<file path="src/shared/aeds_pkg.sv">
// Constants and types for the converter enable delay sequencer
//==============================================================
package aeds_pkg;

  //==============================================================
  // Timing
  localparam int unsigned AEDS_CLK_MHZ       = 100;
  localparam int unsigned AEDS_DLY_BASE_MHZ  = 16;
  localparam int unsigned AEDS_MAX_DLY_US    = 32;
  localparam int unsigned AEDS_MAX_DLY_TICKS =
    AEDS_MAX_DLY_US * AEDS_DLY_BASE_MHZ;
  // Ticks of the 16 MHz time base, derived from clk by a fractional
  // accumulator: add 16 each clk, tick when 100 is reached
  localparam int unsigned AEDS_TICK_STEP     = AEDS_DLY_BASE_MHZ;
  localparam int unsigned AEDS_TICK_MOD      = AEDS_CLK_MHZ;
  localparam int unsigned AEDS_CONV_NS10     = 625;
  localparam int unsigned AEDS_CLK_NS10      = 100;
  // Longest time rounds down
  localparam int unsigned AEDS_CONV_CYC      =
    AEDS_CONV_NS10 / AEDS_CLK_NS10;
  localparam int unsigned AEDS_CNT_W         = 10;

  //==============================================================
  // Reset values of the delay settings, staggered
  localparam logic [AEDS_CNT_W-1:0] AEDS_RST_REG_DLY   = 10'h000;
  localparam logic [AEDS_CNT_W-1:0] AEDS_RST_EN_DLY    = 10'h040;
  localparam logic [AEDS_CNT_W-1:0] AEDS_RST_START_DLY = 10'h080;

  //==============================================================
  typedef enum logic [1:0] {
    AEDS_IDLE = 2'b00,
    AEDS_RUN  = 2'b01,
    AEDS_CONV = 2'b10,
    AEDS_DONE = 2'b11
  } aeds_state_t;

endpackage

</file>
<file path="src/verilog/aeds_sequencer.sv">
// Delay counter staggering regulator, converter and start enables
`timescale 1ns/1ps
module aeds_sequencer
  import aeds_pkg::*;
#(
  parameter int unsigned CNT_W = AEDS_CNT_W
) (
  input  wire logic             clk,
  input  wire logic             sys_rst,
  input  wire logic             conv_regulator_enable,
  input  wire logic             converter_enable,
  input  wire logic             conversion_start_bit,
  input  wire logic             start_write,
  input  wire logic             delay_counter_enable,
  input  wire logic             dly_sel_regulator,
  input  wire logic             dly_sel_converter,
  input  wire logic             dly_sel_start,
  input  wire logic             dly_wr_a,
  input  wire logic [CNT_W-1:0] dly_wdata_regulator,
  input  wire logic [CNT_W-1:0] dly_wdata_converter,
  input  wire logic             dly_wr_b,
  input  wire logic [CNT_W-1:0] dly_wdata_start,
  output logic      [CNT_W-1:0] dly_regulator_q,
  output logic      [CNT_W-1:0] dly_converter_q,
  output logic      [CNT_W-1:0] dly_start_q,
  output logic                  regulator_out_q,
  output logic                  converter_out_q,
  output logic                  start_out_q,
  output logic                  conv_done_q,
  output logic                  counter_busy_q,
  output logic      [CNT_W-1:0] count_q
);

  //==============================================================
  // State
  aeds_state_t      state_q;
  logic [6:0]       acc_q;
  logic             tick;
  logic [2:0]       conv_cnt_q;
  logic             reached_reg;
  logic             reached_conv;
  logic             reached_start;
  logic             arm;
  logic [CNT_W-1:0] max_ticks;

  assign max_ticks = CNT_W'(AEDS_MAX_DLY_TICKS);
  assign tick = ({1'b0, acc_q} + 8'(AEDS_TICK_STEP)) >= 8'(AEDS_TICK_MOD);
  assign arm = start_write && conversion_start_bit && delay_counter_enable;

  // Signal reaches its delay, saturated at the 32 us limit
  function automatic logic reached(input logic [CNT_W-1:0] cnt,
                                   input logic [CNT_W-1:0] dly);
    reached = cnt >= ((dly > max_ticks) ? max_ticks : dly);
  endfunction

  assign reached_reg   = reached(count_q, dly_regulator_q);
  assign reached_conv  = reached(count_q, dly_converter_q);
  assign reached_start = reached(count_q, dly_start_q);

  //==============================================================
  // Delay settings
  always_ff @(posedge clk) begin
    if (sys_rst) begin
      dly_regulator_q <= AEDS_RST_REG_DLY;
      dly_converter_q <= AEDS_RST_EN_DLY;
      dly_start_q     <= AEDS_RST_START_DLY;
    end else begin
      if (dly_wr_a) begin
        dly_regulator_q <= dly_wdata_regulator;
        dly_converter_q <= dly_wdata_converter;
      end
      if (dly_wr_b) begin
        dly_start_q <= dly_wdata_start;
      end
    end
  end

  //==============================================================
  // 16 MHz time base
  always_ff @(posedge clk) begin
    if (sys_rst) begin
      acc_q <= 7'h00;
    end else if (state_q != AEDS_RUN) begin
      acc_q <= 7'h00;
    end else if (tick) begin
      acc_q <= 7'(acc_q + 7'(AEDS_TICK_STEP) - 7'(AEDS_TICK_MOD));
    end else begin
      acc_q <= 7'(acc_q + 7'(AEDS_TICK_STEP));
    end
  end

  //==============================================================
  // Sequencer
  always_ff @(posedge clk) begin
    if (sys_rst) begin
      state_q    <= AEDS_IDLE;
      count_q    <= '0;
      conv_cnt_q <= 3'h0;
    end else if (!delay_counter_enable) begin
      state_q    <= AEDS_IDLE;
      count_q    <= '0;
      conv_cnt_q <= 3'h0;
    end else begin
      unique case (state_q)
        AEDS_IDLE: begin
          if (arm) begin
            state_q <= AEDS_RUN;
          end
        end
        AEDS_RUN: begin
          if (reached_reg && reached_conv && reached_start) begin
            state_q    <= AEDS_CONV;
            conv_cnt_q <= 3'h0;
          end else if (tick) begin
            count_q <= count_q + 1'b1;
          end
        end
        AEDS_CONV: begin
          if (conv_cnt_q == 3'(AEDS_CONV_CYC - 1)) begin
            state_q <= AEDS_DONE;
          end else begin
            conv_cnt_q <= conv_cnt_q + 3'h1;
          end
        end
        AEDS_DONE: begin
          // Held until the enable is cleared
          state_q <= AEDS_DONE;
        end
      endcase
    end
  end

  //==============================================================
  // Outputs
  always_ff @(posedge clk) begin
    if (sys_rst) begin
      regulator_out_q <= 1'b0;
      converter_out_q <= 1'b0;
      start_out_q     <= 1'b0;
      conv_done_q     <= 1'b0;
      counter_busy_q  <= 1'b0;
    end else begin
      // A gated signal waits for its count; an ungated one passes
      regulator_out_q <= conv_regulator_enable &&
        (!(dly_sel_regulator && delay_counter_enable) ||
         (state_q != AEDS_IDLE && reached_reg));
      converter_out_q <= converter_enable &&
        (!(dly_sel_converter && delay_counter_enable) ||
         (state_q != AEDS_IDLE && reached_conv));
      start_out_q <= conversion_start_bit &&
        (!(dly_sel_start && delay_counter_enable) ||
         (state_q == AEDS_RUN && reached_start) ||
         state_q == AEDS_CONV);
      conv_done_q    <= (state_q == AEDS_DONE);
      counter_busy_q <= (state_q == AEDS_RUN);
    end
  end

  //==============================================================
  // Checks
  a_arm_starts_run: assert property (
    @(posedge clk) disable iff (sys_rst)
    state_q == AEDS_IDLE && arm |=> state_q == AEDS_RUN)
    else $error("armed start did not run the counter");
  a_done_holds: assert property (
    @(posedge clk) disable iff (sys_rst)
    state_q == AEDS_DONE && delay_counter_enable
    |=> state_q == AEDS_DONE && $stable(count_q))
    else $error("counter moved after conversion end");
  a_done_flag: assert property (
    @(posedge clk) disable iff (sys_rst)
    state_q == AEDS_DONE |=> conv_done_q)
    else $error("conversion end not flagged");
  a_clear_resets: assert property (
    @(posedge clk) disable iff (sys_rst)
    !delay_counter_enable |=> count_q == '0 && state_q == AEDS_IDLE)
    else $error("clearing enable did not reset counter");
  // Window of six enabled cycles matches the six-cycle conversion
  a_conv_length: assert property (
    @(posedge clk) disable iff (sys_rst)
    $rose(state_q == AEDS_CONV) && delay_counter_enable
    ##1 delay_counter_enable[*5]
    |-> state_q == AEDS_CONV ##1 state_q == AEDS_DONE)
    else $error("conversion length wrong");
  a_count_bound: assert property (
    @(posedge clk) disable iff (sys_rst)
    count_q <= max_ticks)
    else $error("delay count beyond limit");
  a_limit_stops: assert property (
    @(posedge clk) disable iff (sys_rst)
    state_q == AEDS_RUN && delay_counter_enable && count_q == max_ticks
    |=> state_q == AEDS_CONV)
    else $error("counter ran past the delay limit");
  a_undelayed_pass: assert property (
    @(posedge clk) disable iff (sys_rst)
    !(dly_sel_regulator && delay_counter_enable)
    |=> regulator_out_q == $past(conv_regulator_enable))
    else $error("ungated regulator enable not passed");
  a_gated_waits: assert property (
    @(posedge clk) disable iff (sys_rst)
    dly_sel_converter && delay_counter_enable && state_q == AEDS_IDLE
    |=> !converter_out_q)
    else $error("gated converter enable leaked early");
  a_reach_asserts: assert property (
    @(posedge clk) disable iff (sys_rst)
    converter_enable && dly_sel_converter && delay_counter_enable &&
    state_q != AEDS_IDLE && count_q >= dly_converter_q
    |=> converter_out_q)
    else $error("converter enable missed its delay");
  a_count_step: assert property (
    @(posedge clk) disable iff (sys_rst)
    state_q == AEDS_RUN && delay_counter_enable &&
    $past(state_q) == AEDS_RUN
    |=> count_q - $past(count_q) <= 1)
    else $error("count advanced by more than one");
  a_reset_defaults: assert property (
    @(posedge clk)
    $past(sys_rst) && !dly_wr_a |-> dly_converter_q != dly_start_q)
    else $error("defaults not staggered");

  c_run: cover property (@(posedge clk) state_q == AEDS_RUN);
  c_done: cover property (@(posedge clk) conv_done_q);
  c_rearm: cover property (@(posedge clk)
    state_q == AEDS_DONE ##1 state_q == AEDS_IDLE);
  c_limit: cover property (@(posedge clk)
    state_q == AEDS_RUN && count_q == max_ticks);

endmodule

</file>
<file path="config.mk">
export PLATFORM = sky130hd
export DESIGN_NAME = aeds_sequencer
export DESIGN_NICKNAME = d
export VERILOG_FILES = /design/src/shared/aeds_pkg.sv /design/src/verilog/aeds_sequencer.sv
export SDC_FILE = /design/constraint.sdc
export NUM_CORES = 1
export LEC_CHECK = 0
export BUFFER_PORTS_ARGS = -buffer_cell sky130_fd_sc_hd__buf_2
export CAP_MARGIN = 0
export CORE_ASPECT_RATIO = 1.2
export CORE_MARGIN = 10
export CORE_UTILIZATION = 56
export DETAILED_ROUTE_END_ITERATION = 8
export PLACE_DENSITY = 0.87
export RECOVER_POWER = 25
export SLEW_MARGIN = 40
export SYNTH_ARGS = -nofsm -noshare
export SYNTH_HDL_FRONTEND = slang
export SYNTH_SLANG_ARGS = --single-unit
</file>
<file path="constraint.sdc">
create_clock -name clk -period 6.1 [get_ports clk]
set_input_delay 1.22 -clock clk [delete_from_list [all_inputs] [get_ports clk]]
set_output_delay 1.22 -clock clk [all_outputs]
set_load 0.01 [all_outputs]
</file>
Word level (Yosys, flattened, before mapping)
Index checks and enable logic that the tools add are counted.
Widths: inputs -> output; s select.
{"block": "word_totals", "elab_cells": 74, "in_bits": 42, "register_bits": 57}
{"block": "op_classes", "n_mux": 11, "eq_ne": 9, "magnitude_cmp": 7, "bitwise_logic": 2, "reduce_logical": 28, "add_sub_neg": 5}
{"cell": "$ge 10x10->1", "n": 3}
{"cell": "$gt 10x10->1 const B", "n": 3}
{"cell": "$mux 10", "n": 3}
{"cell": "$logic_and 1x1->1", "n": 13}
{"cell": "$add 10x1->10 const B", "n": 1}
{"cell": "$reduce_and 3->1", "n": 3}
{"cell": "$add 7x5->8 const B", "n": 1}
{"cell": "$ge 8x7->1 const B", "n": 1}
{"cell": "$ne 2x2->1 const B", "n": 4}
{"cell": "$pmux 2 s4", "n": 1}
{"cell": "$add 7x5->7 const B", "n": 1}
{"cell": "$mux 7", "n": 1}
{"cell": "$sub 7x7->7 const B", "n": 1}
{"cell": "$mux 2", "n": 3}
{"cell": "$mux 3", "n": 2}
{"cell": "$pmux 3 s2", "n": 1}
{"cell": "$eq 2x2->1 const B", "n": 2}
{"cell": "$logic_or 1x1->1", "n": 4}
{"cell": "$reduce_bool 2->1", "n": 2}
{"cell": "$reduce_or 2->1", "n": 2}
{"cell": "$add 3x1->3 const B", "n": 1}
{"cell": "$eq 3x3->1 const B", "n": 1}
{"cell": "$logic_not 1->1", "n": 3}
{"cell": "$eq 2x1->1 const B", "n": 1}
{"cell": "3 further kinds", "n": 4}

Depth between registers and ports, before layout
{"block": "depth", "word_depth": 7, "depth_mapped": 13, "depth_no_buf": 12}

Worst setup path before layout
OpenSTA, ideal clock, no wires.
{"block": "synth_timing", "path_type": "flip-flop to flip-flop", "start": "register dly_start_q[5]", "end": "register count_q[8]", "period_less_slack_ps": 2837, "setup_time_ps": 71, "n_path_buf": 0, "arrival_ps": 2766, "path_slack_ps": 3263, "stages_incl_launch_ff": 13, "path_cell_list": "dfxtp_1 nor4_1 nand2_1 o41ai_1 nand2_1 ha_1 a211oi_1 nor2_1 or3_1 o22ai_4 o21ai_2 or4_1 a21oi_1"}
{"block": "synth_between", "elab_chain_len": 6}
{"element": "start, declared", "line_no": "aeds_sequencer.sv:25", "source": "output logic [CNT_W-1:0] dly_start_q,"}
{"element": "start signal, assigned", "line_no": "aeds_sequencer.sv:73", "source": "dly_start_q <= dly_wdata_start;"}
{"element": "$gt 10x10->1", "line_no": "aeds_sequencer.sv:53", "source": "reached = cnt >= ((dly > max_ticks) ? max_ticks : dly);"}
{"element": "$mux 10 (*)", "line_no": "aeds_sequencer.sv:53"}
{"element": "$ge 10x10->1 (*)", "line_no": "aeds_sequencer.sv:53"}
{"element": "$logic_and 1x1->1 (*)", "line_no": "aeds_sequencer.sv:111", "source": "if (reached_reg && reached_conv && reached_start) begin"}
{"element": "$not 1->1 (no line) (*)"}
{"element": "$reduce_and 3->1 (no line) (*)"}
{"element": "end signal, assigned", "line_no": "aeds_sequencer.sv:115", "source": "count_q <= count_q + 1'b1;"}
{"element": "end, declared", "line_no": "aeds_sequencer.sv:31", "source": "output logic [CNT_W-1:0] count_q"}
Every way passes the cells marked *; elsewhere a longest branch is shown, timed or not.
A chain may end at the register's enable or synchronous reset.

Final worst setup path
{"block": "layout_timing", "start": "register dly_regulator_q[6]", "end": "register count_q[8]"}
{"block": "layout_between", "elab_chain_len": 7}
{"element": "start, declared", "line_no": "aeds_sequencer.sv:23", "source": "output logic [CNT_W-1:0] dly_regulator_q,"}
{"element": "start signal, assigned", "line_no": "aeds_sequencer.sv:69", "source": "dly_regulator_q <= dly_wdata_regulator;"}
{"element": "$gt 10x10->1", "line_no": "aeds_sequencer.sv:53"}
{"element": "$mux 10 (*)", "line_no": "aeds_sequencer.sv:53"}
{"element": "$ge 10x10->1 (*)", "line_no": "aeds_sequencer.sv:53"}
{"element": "$logic_and 1x1->1 (*) (2 in series)", "line_no": "aeds_sequencer.sv:111"}
{"element": "$not 1->1 (no line) (*)"}
{"element": "$reduce_and 3->1 (no line) (*)"}
Marked as above.

==> flow_summary_export.csv <==
group,metric,value,unit
outcome,outcome,"finished with violations",
outcome,violations,"capacitance limit, slew limit",
floorplan,die_height,101,um
yosys,synth-compound-area-share,0.139,
yosys,yosysSeqAreaShare,0.357,
sta,finalMaxSlewViolations,38,
floorplan,core.rowCount,29,
global_route,antenna_found_initial,0,
yosys,syn_area,0.00308,mm^2
floorplan,dieArea,0.00888,mm^2
routing,dr.pass1.iters,4,
setup_path,arrival,3.49,ns
setup_path,critPathBufInv,0,
sta,hold_slack,0.498,ns
setup_path,slowest_stage,"or4_1",
sta,period_share,0.532,
cells_and_area,drive_gt1_frac,0.226,
setup_path,endpoint_kind,"register",
clock_tree,cts.repair.resized,0,
yosys,synth_top_family_by_area,"simple AND/OR/NAND/NOR gates",
min_path,hp-start,"conv_cnt_q[1]$_SDFFE_PP0P_",
power,vdd_ir_drop_max,0.000139,V
sta,fin_crit,3.24,ns
power,power.leakage,1.73,nW
routing,detail-route-antenna-nets,0,
sta,skew,0.00606,ns
yosys,synthAdderAreaFrac,0.154,
clock_tree,clockRootBuffer,"clkbuf_8",
yosys,synthesis.nets,430,
yosys,synth_top_flop_cell,"dfxtp_1",
routing,vias,2866,
clock_tree,clock_insertion_delay_worst_skew,0.31,ns
cells_and_area,syn_to_final_growth,18.4,%
floorplan,die_width,87.7,um
floorplan,start_util,0.581,
yosys,synth_mux_area_frac,0.0910,
routing,route.detailed.drc,0,
power,power.total,0.000727,W
setup_path,cp-start-kind,"register",
cells_and_area,final_nets,513,
flow_run,drv_cap,1,
yosys,ys_types,42,
cells_and_area,n_antenna_cell,0,
yosys,syn_avg_cell_area,8.80,um^2
global_route,grt-ovfl-total,0,
sta,fmax,308,MHz
yosys,yosys_warnings,0,
clock_tree,max-clock-path-buffers,2,
sta,fin_tns_setup,0,ns
setup_path,startpoint,"dly_regulator_q[6]$_SDFFE_PP0P_",
global_route,grt.total_usage,0.185,
routing,drt_iter0_markers,130,
placed_design,dp_hpwl,6180,um
setup_path,worstSetupPathType,"register to register",
global_route,grt_pass1_wl,13800,um
setup_path,crit_path_max_incr_delay,0.52,ns
cells_and_area,fill_cells,432,
clock_tree,clk_transition_reported_paths,0.10,ns
routing,wire_per_inst,16.1,um
routing,vias_per_cell,5.79,
clock_tree,hold_buffers,0,
yosys,async_reset_ff_frac,0,
yosys,synthSimpleGateAreaFrac,0.208,
sta,tightest_slew,1.64,ns
clock_tree,htreeDepth,2,
floorplan,core_area,0.00530,mm^2
setup_path,r2r_start,"dly_regulator_q[6]$_SDFFE_PP0P_",
min_path,worst_hold_path_type,"register to register",
sta,rsz0062_at_grt,"false",
yosys,synth_xor_area_frac,0.0199,
sta,final-setup-viol-count,0,
setup_path,cp_common_cell,"nand2_1",
clock_tree,cts_tree,"yes",
clock_tree,clock_sinks,55,
global_route,grt_max_degree,38,
placed_design,portBuffers,86,
yosys,synth_edf_count,0,
sta,hold_viol_final,0,
setup_path,path_cells,"nor4_1 > nand2_1 > o41ai_1 > nand2_1 > ha_1 > and4_1 > nand2_1 > nor2_1 > a211oi_2 > o21ai_2 > or4_1 > a21oi_1",
floorplan,io_pins,87,
setup_path,cpLargestDelayFamily,"simple AND/OR/NAND/NOR gates",
placed_design,gp_congestion,0.832,
sta,relSlewSlack,-0.0960,
routing,routed_wl,7980,um
yosys,synthCells,350,
global_route,grt_pass1_vias,3101,
setup_path,worst-path-max-fanout,15,
setup_path,cp.required,6.35,ns
clock_tree,post_cts_buffers,0,
clock_tree,numCtsBuffers,5,
power,p_per_area,199,mW/mm^2
yosys,synth-seq-cells,55,
[layer usage]
metal	GRT usage	wire, um	share of wire	vias up
met5	0	0	0	-
met3	0.0610	606	0.076	18
met1	0.205	3220	0.40	1343
li1	-	-	-	1419
met4	0.0639	162	0.020	0
met2	0.320	3990	0.50	86
[Yosys cell counts (7+ instances only)]
cell type | count | area, um^2
a211oi_1 | 7 | 52.6
a21oi_1 | 16 | 80.1
clkbuf_1 | 7 | 26.3
dfxtp_1 | 55 | 1100
ha_1 | 38 | 475
inv_1 | 14 | 52.6
mux2i_1 | 28 | 280
nand2_1 | 39 | 146
nand3_1 | 9 | 45.0
nor2_1 | 49 | 184
nor2b_1 | 7 | 43.8
o21ai_0 | 9 | 45.0
[final cells by class]
cell class	instances	area, um^2	share of cell area
multi-input cells	271	1890	0.517
flip-flops and latches	55	1100	0.302
repair buffers	86	429	0.118
well taps	62	77.6	0.0213
clock buffers	6	72.6	0.0199
inverters	14	52.6	0.0144
clock inverters	1	30.0	0.00823
[power breakdown]
group          internal (W)  switching, W  leakage [nW]  total, W
combinational     0.0000474     0.0000566          1.23  0.000104
clock              0.000121      0.000116        0.0513  0.000236
sequential         0.000372     0.0000138         0.450  0.000386
[worst reg2reg max path, delay by kind of cell, from the launching register on]
family / cells / cell delay (ns)
DFF: 1 / 0.35
AOI/OAI and AO/OA: 4 / 1.19
and+or+nand+nor: 7 / 1.33
adders and majority gates: 1 / 0.31
[stage by stage]
step	area [um^2]	worst slack, ns	cells	utilization
6_report	3650	2.86	495	0.689
5_1_grt	3650	2.62	495	0.689
4_1_cts	3650	2.89	495	0.689
3_5_place_dp	3550	2.92	488	0.670
3_3_place_gp	3550	3.07	488	0.670
2_1_floorplan	3080	3.26	350	-
[path summary, 6_finish.rpt]
check,to,slack (ns),cells after the start
setup / recovery,count_q[8]$_SDFFE_PP0P_,2.86,12
hold / removal,conv_cnt_q[1]$_SDFFE_PP0P_,0.50,2
setup reg to reg,count_q[8]$_SDFFE_PP0P_,2.86,12
hold reg to reg,conv_cnt_q[1]$_SDFFE_PP0P_,0.50,2
[cells by family (layout without fill, tap and decap cells)]
kind of cell | count (synthesis) | after routing
flip-flops | 55 | 55
multiplexers | 28 | 28
adder cells (fa/ha/maj) | 38 | 38
AND/OR/NAND/NOR | 137 | 137
AO/OA/AOI/OAI | 61 | 61
XOR/XNOR | 7 | 7
buffers and inverters | 24 | 107
[sequential cells by signal, indices dropped and copies added, names as in the netlist]
register,cells
conv_done_q,1
regulator_out_q,1
converter_out_q,1
counter_busy_q,1
dly_converter_q,10
start_out_q,1
state_q,2
conv_cnt_q,3
acc_q,5
dly_regulator_q,10
dly_start_q,10
count_q,10
[cells in the final DEF, fill, tap and decap left out, types with 4 or more instances in the layout]
cell type,count
a211oi_1,7
a21oi_1,16
buf_2,85
clkbuf_8,5
dfxtp_1,55
ha_1,38
inv_1,14
mux2i_1,28
nand2_1,39
nand2b_1,6
nand3_1,9
nor2_1,49
nor2b_1,7
o211ai_1,5
o21ai_0,9
o31ai_1,4
or3_1,4
xnor2_1,5
Power figures use the tool's default switching activity.
